===== config.mk =====
export PLATFORM = sky130hd
export DESIGN_NAME = swc_top
export DESIGN_NICKNAME = d
export VERILOG_FILES = /design/src/common/swc_pkg.sv /design/src/common/swc_ret_if.sv /design/src/design/swc_ret_mem.sv /design/src/design/swc_top.sv
export SDC_FILE = /design/constraint.sdc
export NUM_CORES = 1
export LEC_CHECK = 0
export BUFFER_PORTS_ARGS = -buffer_cell sky130_fd_sc_hd__buf_2
export CAP_MARGIN = 20
export CORE_ASPECT_RATIO = 0.8
export CORE_MARGIN = 2
export CORE_UTILIZATION = 50
export DETAILED_ROUTE_END_ITERATION = 10
export GPL_ROUTABILITY_DRIVEN = 0
export PLACE_DENSITY = 0.8
export SYNTH_ARGS = -nofsm -noshare
export SYNTH_HDL_FRONTEND = slang
export SYNTH_SLANG_ARGS = --single-unit

===== constraint.sdc =====
create_clock -name i_clk_sys -period 16 [get_ports i_clk_sys]
set_input_delay 3.2 -clock i_clk_sys [delete_from_list [all_inputs] [get_ports i_clk_sys]]
set_output_delay 3.2 -clock i_clk_sys [all_outputs]
set_load 0.005 [all_outputs]

===== src/common/swc_pkg.sv =====
// swc_pkg: shared constants and types for the sleep and wake-up controller
// assumes one 50 MHz system clock and a slow-clock tick delivered as an enable pulse
// Operation
// - hibernation stops clocks, radio, core, peripherals
// - eight 32-bit retention words survive hibernation
// - hibernation powers off slow and fast memory
// - system reset comes up fully active
// - wake enable is an eleven-bit source mask
// - each sleep mode honours its own source subset
// - single pad wake: selected pad, chosen level
// - multi pad high level: any pad wakes
// - multi pad low level: all pads low
// - deep sleep gpio wake uses low-power pads only
// - any sdio command wakes light sleep when enabled
// - serial wake after rising-edge count reaches threshold
// - wireless sources cycle keepalive, modem, light sleep
// - 48-bit timer counts slow clock ticks
// - only power-up reset clears the timer
// - timer alarm wake and periodic coprocessor triggers
// - select zero boots from slow memory vector
// - select one jumps only on crc match
// - deep sleep keeps both memories powered
// - register block has two base addresses
package swc_pkg;

  // power states; the numeric code is what o_power_mode shows
  typedef enum logic [2:0] {
    st_active,
    st_keep,
    st_modem,
    st_light,
    st_deep,
    st_hib
  } swc_state_type;

  typedef enum logic [1:0] {
    kind_light,
    kind_deep,
    kind_hib
  } swc_kind_type;

  localparam int SWC_SRC_N = 11;
  // wake source bit positions within the enable mask
  localparam int SWC_SRC_SINGLE = 0;
  localparam int SWC_SRC_MULTI  = 1;
  localparam int SWC_SRC_GPIO   = 2;
  localparam int SWC_SRC_TIMER  = 3;
  localparam int SWC_SRC_SDIO   = 4;
  localparam int SWC_SRC_WLAN   = 5;
  localparam int SWC_SRC_UART0  = 6;
  localparam int SWC_SRC_UART1  = 7;
  localparam int SWC_SRC_TOUCH  = 8;
  localparam int SWC_SRC_COP    = 9;
  localparam int SWC_SRC_RADIO  = 10;

  // sources honoured per mode
  localparam logic [10:0] SWC_MASK_LIGHT = 11'h7FF;
  localparam logic [10:0] SWC_MASK_DEEP  = 11'h30F;
  localparam logic [10:0] SWC_MASK_HIB   = 11'h00A;
  localparam logic [10:0] SWC_MASK_NONE  = 11'h000;

  localparam int SWC_PAD_N = 18;

  // power bits {osc8m, xtal, pll, radio, core, periph, slow_mem, fast_mem}
  localparam logic [7:0] SWC_PWR_ACTIVE = 8'hFF;
  localparam logic [7:0] SWC_PWR_MODEM  = 8'hEF;
  localparam logic [7:0] SWC_PWR_LIGHT  = 8'h0F;
  localparam logic [7:0] SWC_PWR_DEEP   = 8'h07;
  localparam logic [7:0] SWC_PWR_HIB    = 8'h00;

  // reset vectors
  localparam logic [31:0] SWC_VEC_SLOW_MEM = 32'h5000_0000;
  localparam logic [31:0] SWC_VEC_ROM      = 32'h4000_0400;

  // retention word indices holding crc and entry
  localparam logic [2:0] SWC_WORD_CRC   = 3'h6;
  localparam logic [2:0] SWC_WORD_ENTRY = 3'h7;

  // register block bases, kept for software headers
  localparam logic [31:0] SWC_BASE_AHB   = 32'h6000_8000;
  localparam logic [31:0] SWC_BASE_DUAL_PORT = 32'h3FF4_8000;

  function automatic logic [10:0] mode_mask(input swc_state_type st);
    case (st)
      st_light: mode_mask = SWC_MASK_LIGHT;
      st_deep:  mode_mask = SWC_MASK_DEEP;
      st_hib:   mode_mask = SWC_MASK_HIB;
      default:  mode_mask = SWC_MASK_NONE;
    endcase
  endfunction : mode_mask

  function automatic logic [7:0] mode_power(input swc_state_type st);
    case (st)
      st_modem: mode_power = SWC_PWR_MODEM;
      st_light: mode_power = SWC_PWR_LIGHT;
      st_deep:  mode_power = SWC_PWR_DEEP;
      st_hib:   mode_power = SWC_PWR_HIB;
      default:  mode_power = SWC_PWR_ACTIVE;
    endcase
  endfunction : mode_power

endpackage : swc_pkg


===== src/common/swc_ret_if.sv =====
// swc_ret_if: carrier between the controller and its retention word store
// assumes a single system clock shared by both ends
`timescale 1ns/1ps
interface swc_ret_if;
  logic        wr;
  logic [2:0]  waddr;
  logic [31:0] wdata;
  logic [2:0]  raddr;
  logic [31:0] rdata;
  logic [31:0] word_six;
  logic [31:0] word_seven;

  modport mem (input wr, input waddr, input wdata, input raddr,
               output rdata, output word_six, output word_seven);
  modport user (output wr, output waddr, output wdata, output raddr,
                input rdata, input word_six, input word_seven);
endinterface : swc_ret_if


===== src/design/swc_ret_mem.sv =====
// swc_ret_mem: eight always-on retention words with registered read
// assumes i_sys_rst is the power-up reset; sleep and soft resets never reach here
`timescale 1ns/1ps
module swc_ret_mem (
  input  wire logic i_clk_sys,
  input  wire logic i_sys_rst,
  swc_ret_if.mem    bus
);

  typedef struct packed {
    logic [7:0][31:0] words;
    logic [31:0]      rdata;
  } swc_mem_state_type;

  swc_mem_state_type s;
  swc_mem_state_type next_s;

  // read first, read port returns the word stored before any same-cycle write, one cycle later
  always_comb begin
    next_s = s;
    if (bus.wr) begin
      next_s.words[bus.waddr] = bus.wdata;
    end
    next_s.rdata = s.words[bus.raddr];
  end

  // only power-up clears the words, so content outlives every sleep mode
  always_ff @(posedge i_clk_sys or posedge i_sys_rst) begin
    if (i_sys_rst) begin
      s <= '0;
    end else begin
      s <= next_s;
    end
  end

  assign bus.rdata      = s.rdata;
  assign bus.word_six   = s.words[swc_pkg::SWC_WORD_CRC];
  assign bus.word_seven = s.words[swc_pkg::SWC_WORD_ENTRY];
endmodule : swc_ret_mem


===== src/design/swc_top.sv =====
// swc_top: sleep mode sequencing, wake source qualification, low-power timer, boot vector
// assumes all inputs synchronous to i_clk_sys; i_slow_tick is one pulse per slow clock period
`timescale 1ns/1ps
module swc_top #(
  parameter int THR_W    = 10,
  parameter int PERIOD_W = 16
) (
  input  wire logic                  i_clk_sys,
  input  wire logic                  i_sys_rst,
  input  wire logic                  i_soft_rst,
  input  wire logic                  i_slow_tick,
  input  wire logic                  i_sleep_req,
  input  wire logic [1:0]            i_sleep_kind,
  input  wire logic [10:0]           i_wake_source_enable,
  input  wire logic [4:0]            i_single_pad_wake_select,
  input  wire logic                  i_single_pad_wake_level,
  input  wire logic [17:0]           i_multi_pad_wake_bitmap,
  input  wire logic                  i_multi_pad_wake_level,
  input  wire logic [17:0]           i_pads,
  input  wire logic                  i_gpio_lp_wake,
  input  wire logic                  i_gpio_dig_wake,
  input  wire logic                  i_sdio_cmd,
  input  wire logic [1:0]            i_uart_rx,
  input  wire logic [THR_W-1:0]      i_uart_threshold,
  input  wire logic                  i_touch_wake,
  input  wire logic                  i_cop_wake,
  input  wire logic                  i_wlan_wake,
  input  wire logic                  i_radio_wake,
  input  wire logic [PERIOD_W-1:0]   i_keepalive_period,
  input  wire logic                  i_link_done,
  input  wire logic                  i_alarm_enable,
  input  wire logic [47:0]           i_alarm_value,
  input  wire logic [PERIOD_W-1:0]   i_trigger_period,
  input  wire logic                  i_cause_clear,
  input  wire logic                  i_primary_cpu_boot_vector_select,
  input  wire logic                  i_second_cpu_boot_vector_select,
  input  wire logic                  i_crc_done,
  input  wire logic [31:0]           i_crc_value,
  input  wire logic                  i_ret_wr,
  input  wire logic [2:0]            i_ret_waddr,
  input  wire logic [31:0]           i_ret_wdata,
  input  wire logic [2:0]            i_ret_raddr,
  output logic      [31:0]           o_ret_rdata,
  output logic      [2:0]            o_power_mode,
  output logic                       o_osc8m_en,
  output logic                       o_xtal_en,
  output logic                       o_pll_en,
  output logic                       o_radio_en,
  output logic                       o_core_pwr,
  output logic                       o_periph_pwr,
  output logic                       o_slow_mem_pwr,
  output logic                       o_fast_mem_pwr,
  output logic                       o_cpu_stall,
  output logic                       o_wake_pulse,
  output logic      [10:0]           o_wake_cause,
  output logic      [47:0]           o_timer_value,
  output logic                       o_touch_trigger,
  output logic                       o_cop_trigger,
  output logic      [31:0]           o_primary_cpu_boot_vector,
  output logic      [31:0]           o_second_cpu_boot_vector,
  output logic                       o_fast_boot_jump,
  output logic      [31:0]           o_fast_boot_entry,
  output logic                       o_fast_boot_fail
);

  typedef struct packed {
    swc_pkg::swc_state_type     st;
    logic [7:0]                 pwr;
    logic                       stall;
    logic [47:0]                timer;
    logic [PERIOD_W-1:0]        trig_cnt;
    logic [PERIOD_W-1:0]        beacon_cnt;
    logic                       touch_trig;
    logic                       cop_trig;
    logic [1:0]                 rx_prev;
    logic [1:0][THR_W-1:0]      edge_cnt;
    logic [10:0]                cause;
    logic                       wake_pulse;
    logic [31:0]                pvec;
    logic [31:0]                svec;
    logic                       jump;
    logic                       crc_fail;
    logic [31:0]                entry;
  } swc_main_state_type;

  swc_main_state_type s;
  swc_main_state_type next_s;
  logic [10:0]        srcs;
  logic [10:0]        hits;
  logic               single_hit;
  logic               multi_hit;
  logic [17:0]        pads_sel;

  swc_ret_if ret ();

  swc_ret_mem u_ret_mem (
    .i_clk_sys (i_clk_sys),
    .i_sys_rst (i_sys_rst),
    .bus       (ret.mem)
  );

  // retention port passes straight to the store; read data is its register
  assign ret.wr    = i_ret_wr;
  assign ret.waddr = i_ret_waddr;
  assign ret.wdata = i_ret_wdata;
  assign ret.raddr = i_ret_raddr;

  // pad level detection; a select beyond the last pad never fires
  always_comb begin
    pads_sel   = i_pads & i_multi_pad_wake_bitmap;
    single_hit = (int'(i_single_pad_wake_select) < swc_pkg::SWC_PAD_N) &&
                 (i_pads[i_single_pad_wake_select] == i_single_pad_wake_level);
    if (i_multi_pad_wake_level) begin
      multi_hit = |pads_sel;
    end else begin
      // empty bitmap would otherwise wake at once, so it counts as disarmed
      multi_hit = (|i_multi_pad_wake_bitmap) && !(|pads_sel);
    end
  end

  // raw source vector, one bit per enable position
  always_comb begin
    srcs = '0;
    srcs[swc_pkg::SWC_SRC_SINGLE] = single_hit;
    srcs[swc_pkg::SWC_SRC_MULTI]  = multi_hit;
    // digital gpio is unpowered in deep sleep, only the low-power pads count
    srcs[swc_pkg::SWC_SRC_GPIO]   = i_gpio_lp_wake ||
                                    (i_gpio_dig_wake && s.st != swc_pkg::st_deep);
    srcs[swc_pkg::SWC_SRC_TIMER]  = i_alarm_enable && (s.timer == i_alarm_value);
    srcs[swc_pkg::SWC_SRC_SDIO]   = i_sdio_cmd;
    srcs[swc_pkg::SWC_SRC_WLAN]   = i_wlan_wake;
    srcs[swc_pkg::SWC_SRC_UART0]  = (s.edge_cnt[0] >= i_uart_threshold);
    srcs[swc_pkg::SWC_SRC_UART1]  = (s.edge_cnt[1] >= i_uart_threshold);
    srcs[swc_pkg::SWC_SRC_TOUCH]  = i_touch_wake;
    srcs[swc_pkg::SWC_SRC_COP]    = i_cop_wake;
    srcs[swc_pkg::SWC_SRC_RADIO]  = i_radio_wake;
    hits = srcs & i_wake_source_enable & swc_pkg::mode_mask(s.st);
  end

  // next state of the whole controller
  always_comb begin
    next_s            = s;
    next_s.wake_pulse = 1'b0;
    next_s.touch_trig = 1'b0;
    next_s.cop_trig   = 1'b0;
    next_s.jump       = 1'b0;
    next_s.crc_fail   = 1'b0;
    next_s.rx_prev    = i_uart_rx;

    // free-running timer, untouched by the soft reset below
    if (i_slow_tick) begin
      next_s.timer = s.timer + 48'h1;
      if (s.trig_cnt == '0) begin
        next_s.touch_trig = 1'b1;
        next_s.cop_trig   = 1'b1;
        next_s.trig_cnt   = i_trigger_period;
      end else begin
        next_s.trig_cnt = s.trig_cnt - 1'b1;
      end
    end

    // rising edges on the direct pin mux receive lines, counted only in light sleep
    for (int u = 0; u < 2; u++) begin
      if (s.st != swc_pkg::st_light) begin
        next_s.edge_cnt[u] = '0;
      end else if (i_uart_rx[u] && !s.rx_prev[u] && s.edge_cnt[u] < i_uart_threshold) begin
        next_s.edge_cnt[u] = s.edge_cnt[u] + 1'b1;
      end
    end

    case (s.st)
      swc_pkg::st_active: begin
        if (i_sleep_req) begin
          if (i_sleep_kind == swc_pkg::kind_deep) begin
            next_s.st = swc_pkg::st_deep;
          end else if (i_sleep_kind == swc_pkg::kind_hib) begin
            next_s.st = swc_pkg::st_hib;
          end else begin
            next_s.st         = swc_pkg::st_light;
            next_s.beacon_cnt = i_keepalive_period;
          end
        end
      end
      swc_pkg::st_keep: begin
        // radio awake for the keepalive exchange, then drop to modem sleep
        if (i_link_done) begin
          next_s.st = swc_pkg::st_modem;
        end
      end
      swc_pkg::st_modem: begin
        if (i_slow_tick) begin
          next_s.st         = swc_pkg::st_light;
          next_s.beacon_cnt = i_keepalive_period;
        end
      end
      default: begin
        if (|hits) begin
          next_s.st         = swc_pkg::st_active;
          next_s.cause      = hits;
          next_s.wake_pulse = 1'b1;
        end else if (s.st == swc_pkg::st_light && i_slow_tick &&
                     (i_wake_source_enable[swc_pkg::SWC_SRC_WLAN] ||
                      i_wake_source_enable[swc_pkg::SWC_SRC_RADIO])) begin
          if (s.beacon_cnt == '0) begin
            next_s.st = swc_pkg::st_keep;
          end else begin
            next_s.beacon_cnt = s.beacon_cnt - 1'b1;
          end
        end
      end
    endcase

    // a new wake wins over a clear in the same cycle
    if (i_cause_clear && !next_s.wake_pulse) begin
      next_s.cause = '0;
    end

    // boot vectors follow the selects; zero picks slow memory and skips rom
    next_s.pvec = i_primary_cpu_boot_vector_select ? swc_pkg::SWC_VEC_ROM
                                                   : swc_pkg::SWC_VEC_SLOW_MEM;
    next_s.svec = i_second_cpu_boot_vector_select ? swc_pkg::SWC_VEC_ROM
                                                  : swc_pkg::SWC_VEC_SLOW_MEM;

    // rom recomputes the crc; jump only when it matches the stored word
    if (i_crc_done && i_primary_cpu_boot_vector_select) begin
      if (i_crc_value == ret.word_six) begin
        next_s.jump  = 1'b1;
        next_s.entry = ret.word_seven;
      end else begin
        next_s.crc_fail = 1'b1;
      end
    end

    // soft reset returns to active but leaves timer and retention alone
    if (i_soft_rst) begin
      next_s.st         = swc_pkg::st_active;
      next_s.cause      = '0;
      next_s.wake_pulse = 1'b0;
      next_s.jump       = 1'b0;
      next_s.crc_fail   = 1'b0;
    end

    // power controls follow the state they belong to, in the same cycle
    next_s.pwr   = swc_pkg::mode_power(next_s.st);
    next_s.stall = (next_s.st == swc_pkg::st_light);
  end

  // power-up reset: fully active, everything powered
  always_ff @(posedge i_clk_sys or posedge i_sys_rst) begin
    if (i_sys_rst) begin
      s     <= '0;
      s.st  <= swc_pkg::st_active;
      s.pwr <= swc_pkg::SWC_PWR_ACTIVE;
    end else begin
      s <= next_s;
    end
  end

  assign o_ret_rdata               = ret.rdata;
  assign o_power_mode              = s.st;
  assign {o_osc8m_en, o_xtal_en, o_pll_en, o_radio_en,
          o_core_pwr, o_periph_pwr, o_slow_mem_pwr, o_fast_mem_pwr} = s.pwr;
  assign o_cpu_stall               = s.stall;
  assign o_wake_pulse              = s.wake_pulse;
  assign o_wake_cause              = s.cause;
  assign o_timer_value             = s.timer;
  assign o_touch_trigger           = s.touch_trig;
  assign o_cop_trigger             = s.cop_trig;
  assign o_primary_cpu_boot_vector = s.pvec;
  assign o_second_cpu_boot_vector  = s.svec;
  assign o_fast_boot_jump          = s.jump;
  assign o_fast_boot_entry         = s.entry;
  assign o_fast_boot_fail          = s.crc_fail;
endmodule : swc_top


==> results.md, run 1 <==
- #FFs+latches synth: 450
- First drt pass iteration count: 5
- Maximum vdd ir drop: between 0.08 and 0.09 mV
- CP top delay family: compound AO/OA/AOI/OAI gates
- Initial Utilization: 0.5046
- # port buffers: 382
- Worst setup EP type: flop
- Reg2reg end: o_wake_cause[8]
- Final HPWL DP: just over 40000 um
- Worst setup SP type: primary input
- Vias post-DR: roughly 16000
- Die width: 243.7 um
- Layout Utilization: 0.5694
- Htree depth: 2
- Routed WL: a little under 60000 um
- Clock Latency Late Sink: around 0.56 ns
- Post-synthesis adder-cell area fraction: 0.01525
- TritonCTS Buffers: 45
- Post-synthesis mux area share: 0.2298
- Nets: between 2000 and 2500
- Crit Path Class: primary input to flop
- Largest net degree at the start of global routing: around 190
- Fmax: between 150 and 200 MHz
- Power density cells: roughly 130 nW/um2
- FF-to-FF path depth: 10
- Die area: around 48000 um2
- Slew Limit Fails: 0
- Worst path buffer plus inverter count: 2
- Crit path time final: between 5 and 6 ns
- Crit path largest cell delay: ~0.48 ns
- Detail Route Antenna Nets: 0
- Remaining Overflow, GRT: 0
- Synth Area in Compound Gates: 0.04606
- Worst-path maximum fanout: 7
- Yosys warns: 0
- Largest family of logic cells by synthesized area: multiplexers
- R2R setup slack: approximately 13 ns
- DRT iter0 DRCs: 1214
- Post-synth top area share: 0.4857
- Wire length of the first global-routing pass: ~91000 um
- Fill cell count: 3682
- Layout cells sized above 1: 0.4247
- Buffer depth of the longest clock path: 3
- Synth Cell Area: around 23000 um2
- Core outline area: between 40000 and 50000 um2
- Lkg Pwr: approximately 12 nW
- Unique masters post-synth: 78
- Sink Count: 450
- Arr. time, crit path: just under 6 ns
- Vias in the first global route: about 16000
- Simple-Gate Fraction of Synth Area: 0.08581
- Period utilization: 0.3449
- FF/Latch Area: 11270 um2
- Synth area leaders: dfrtp_1, mux2_2, buf_4
- Area of the multi-input gates: 10020 um2
- Mean post-synth cell area: ~12 um2
- Hold Crit Endpoint: s[155]
- IO Pins: 441
- Async SR Flop Fraction: 1.000
- Post-synth EDFFs: 0
- Routed WL per cell: between 20 and 25 um
- # setup viols final: 0
- Most frequent cells in the layout: dfrtp_1, buf_2, mux2_2, xnor2_1, nor2_1
- Max cap viols: 0
- Main flop type after synthesis: dfrtp_1
- Worst endpoint required time: between 15 and 20 ns
- CP cell instances: buf_2 > inv_1 > ha_1 > a2111oi_0 > o21ai_0 > o22ai_1 > a21o_1 > and4b_1 > nand3_1 > or4_1 > o211a_1
- CTS clk-pin slew, worst paths: about 0.070 ns
- Die height: 195.7 um
- Crit path max-delay cell type: or4_1
- GRT Util Overall: 0.2436
- Most common cell after layout, fill and taps aside: dfrtp_1
- Area Growth Syn to Fin: 12.85%
- Status: finished clean
- DRC Markers: 0
- Vias per cell: 5.715
- Area leader, netlist: dfrtp_1
- Worst slew pin tran: between 1 and 1.5 ns
- Initial antenna violation count: 10
- Gate Count Post-Synth: approximately 1800
- Worst Skew: between 0.015 and 0.02 ns
- # rows: 70
- Setup TNS: 0 ns
- HP Start: s[155]
- CTS tree: yes
- XOR/XNOR share of the synthesized area: 0.04840
- CTS root buf: clkbuf_16
- Worst min-delay path class: flop to flop
- Hold_buf cts: 0
- Unrepaired setup endpoints after global routing: false
- Hold path cells: 1
- Fin. Hold Viols: 0
- # resized after CTS: 0
- Slew headroom: 0.2394
- Seq/Total Area, Yosys: 0.4903
- Postcts setup bufs: 0
- Worst R2R Start: o_power_mode[0]
cells by family after synthesis:
logic type / count (synthesis)
xor gates and xnor gates: 127
adders and majority gates: 28
muxes: 400
DFF: 450
buffers and inverters: 312
and+or+nand+nor: 367
other: 2
AOI/OAI and AO/OA: 153
registers in the layout, indices dropped and copies added (netlist names), 2 cells and up:
register / flops
u_ret_mem.s: 192
s: 54
o_fast_boot_entry: 32
o_wake_cause: 11
o_second_cpu_boot_vector: 2
o_primary_cpu_boot_vector: 3
u_ret_mem.bus.word_seven: 32
u_ret_mem.bus.word_six: 32
u_ret_mem.bus.rdata: 32
o_timer_value: 48
o_power_mode: 3
how the worst max path moves through the flow:
| stage | end | slack, ns | depth (start not counted) | startpoint |
|---|---|---|---|---|
| final | s[148] | 10.48 | 11 | i_uart_threshold[7] |
| after global placement | o_wake_cause[0] | 9.68 | 11 | i_uart_threshold[7] |
| after detailed placement | o_wake_cause[10] | 9.59 | 11 | i_uart_threshold[7] |
| after CTS | o_wake_cause[8] | 10.15 | 11 | i_uart_threshold[7] |
| after global routing | s[148] | 10.28 | 11 | i_uart_threshold[7] |
| after floorplan | o_cop_trigger | 0.26 | 1 | i_sys_rst |
stage by stage:
stage / total power [mW] / instances / area, um2 / hold WS (ns) / setup slack (ns)
floorplan: 2.026 / 1896 / 23190 / 0.4405 / 0.2646
global placement: 2.161 / 2638 / 24280 / 0.4521 / 9.685
detailed placement: 2.210 / 2639 / 24290 / 0.4657 / 9.594
CTS: 3.361 / 2722 / 25900 / 0.4794 / 10.15
global route: 3.498 / 2728 / 25930 / 0.4978 / 10.28
finish: 3.341 / 2730 / 25930 / 0.4842 / 10.48
Yosys cell counts (11+ instances only):
library cell	count
o22ai_1	11
ha_1	28
and3_1	15
nand2_1	70
nor3_1	31
nor4_1	12
nor2_1	82
mux2_2	329
inv_1	43
a21oi_1	37
o21ai_0	24
dfrtp_1	446
nor2b_1	15
clkbuf_1	61
mux4_2	64
buf_4	196
xnor2_1	98
nand3_1	37
xor2_1	29
nand4_1	35
layer usage:
metal | share of wire | GRT usage | vias up
met2 | 0.48 | 0.3852 | 576
met4 | 0.029 | 0.07475 | 0
met5 | 0 | 0 | -
met3 | 0.066 | 0.04802 | 120
li1 | - | - | 6844
met1 | 0.43 | 0.3416 | 8062
power breakdown:
group	total, mW	internal [mW]	switching, mW
clock network	1.14	0.689	0.452
registers	1.54	1.36	0.177
logic	0.662	0.358	0.304
total	3.34	2.41	0.934
cell type report:
cell class	instances	share of cell area
Timing Repair Buffer	402	0.08057
Tap cell	612	0.02953
Sequential cell	450	0.4344
Clock buffer	64	0.04926
Multi-Input combinational cell	1134	0.3865
Antenna cell	6	0.0005790
Clock inverter	19	0.01259
Inverter	43	0.006514
Note: power is estimated with default switching activity, not from simulation.
==> run 2, diff against run 1 <==
- PLACE_DENSITY: 0.8 -> 0.77
- clock period: 16 -> 5.1 ns (I/O delays scaled with it)
==> results.md, run 2 (synthesis gave the netlist of run 1 again) <==
- Most common cell after layout, fill and taps aside: dfrtp_1
- Worst setup EP type: flop
- GRT Util Overall: 0.2441
- CTS tree: yes
- Die area: roughly 48000 um2
- Crit path time final: 3.656 ns
- Unrepaired setup endpoints after global routing: false
- Fin. Hold Viols: 0
- FF/Latch Area: approximately 11000 um2
- Max reg flops: 192
- Routed WL per cell: around 22 um
- CP top delay family: compound AO/OA/AOI/OAI gates
- Maximum vdd ir drop: between 0.3 and 0.4 mV
- IO Pins: between 400 and 500
- Period utilization: 0.7168
- Area Growth Syn to Fin: 12.90%
- Htree depth: 2
- Fmax: about 270 MHz
- Arr. time, crit path: about 4.1 ns
- Sink Count: 450
- # setup viols final: 0
- Initial Utilization: 0.5046
- Biggest register: u_ret_mem.s
- Slew Limit Fails: 0
- Layout Utilization: 0.5697
- Max cap viols: 0
- Vias in the first global route: between 15000 and 20000
- Area of the multi-input gates: 10020 um2
- Clock Latency Late Sink: roughly 0.57 ns
- Buffer depth of the longest clock path: 3
- Most frequent cells in the layout: dfrtp_1, buf_2, mux2_2, xnor2_1, nor2_1
- TritonCTS Buffers: 46
- Vias per cell: 5.653
- Worst Skew: between 0.02 and 0.025 ns
- Crit path max-delay cell type: nor3_1
- Worst setup SP type: primary input
- Vias post-DR: ~15000
- # rows: 70
- # resized after CTS: 0
- Worst path buffer plus inverter count: 3
- Worst endpoint required time: about 5.6 ns
- Crit Path Class: primary input to flop
- Slew headroom: 0.2400
- Worst-path maximum fanout: 7
- Power density cells: approximately 400 nW/um2
- Layout cells sized above 1: 0.4278
- CP cell instances: buf_2 > inv_1 > ha_1 > a2111oi_0 > o21ai_0 > o22ai_1 > a21o_1 > and4b_1 > nand2_1 > nor3_1 > buf_4 > a22o_1
- Lkg Pwr: roughly 12 nW
- Postcts setup bufs: 0
- Hold_buf cts: 0
- Setup TNS: 0 ns
- Core outline area: between 40000 and 50000 um2
- CTS root buf: clkbuf_16
- Nets: approximately 2300
- Worst min-delay path class: flop to flop
- Wire length of the first global-routing pass: just over 90000 um
- Die width: roughly 240 um
- DRT iter0 DRCs: 1252
- Final HPWL DP: between 40000 and 50000 um
- Status: finished clean
- Detail Route Antenna Nets: 0
- First drt pass iteration count: 6
- Worst slew pin tran: around 1.1 ns
- CTS clk-pin slew, worst paths: 0.05 ns
- Die height: between 150 and 200 um
- # port buffers: between 300 and 400
- DRC Markers: 0
- Initial antenna violation count: 10
- Routed WL: 59130 um
- Fill cell count: around 3700
- Crit path largest cell delay: roughly 0.57 ns
- Remaining Overflow, GRT: 0
- Largest net degree at the start of global routing: 180
run 2: final timing paths:
kind                                          start           endpoint  slack [ns]  cells after the start
worst max-delay path            i_uart_threshold[7]    o_wake_cause[9]        1.44                     12
worst min-delay path                         s[155]             s[155]        0.47                      1
worst max register to register               s[117]    o_wake_cause[9]        1.59                     10
worst min register to register               s[155]             s[155]        0.47                      1
max in group asynchronous                 i_sys_rst             s[143]        3.24                      3
min in group asynchronous                 i_sys_rst  o_timer_value[45]        0.53                      2
run 2: area by class of cell:
| cell class | count | share of cell area |
|---|---|---|
| Antenna cell | 7 | 0.0006752 |
| Clock buffer | 65 | 0.05179 |
| Clock inverter | 19 | 0.008584 |
| Inverter | 43 | 0.006366 |
| Multi-Input combinational cell | 1134 | 0.3863 |
| Sequential cell | 450 | 0.4342 |
| Tap cell | 612 | 0.02951 |
| Timing Repair Buffer | 407 | 0.08251 |
run 2: routing by layer:
layer | track usage | vias up | routed length [um]
li1 | - | 6858 | -
met2 | 0.3790 | 594 | 27510
met5 | 0 | - | 0
met1 | 0.3472 | 7890 | 25790
met3 | 0.04911 | 129 | 4073
met4 | 0.07633 | 0 | 1757
run 2: power by group:
group | switching (mW) | internal, mW
sequential | 0.545 | 4.27
combinational | 0.945 | 1.12
clock | 1.44 | 2.05
total | 2.93 | 7.44
run 2: through the flow:
stage	hold WS, ns	instances	total power, mW	area (um2)	worst slack [ns]
floorplan	0.4405	1896	6.358	23200	-2.002
global placement	0.4542	2644	6.776	24340	0.9401
detailed placement	0.4566	2645	6.917	24360	0.8086
CTS	0.4691	2729	10.44	25920	1.411
global route	0.4922	2737	10.87	25940	1.106
finish	0.4669	2737	10.37	25940	1.444
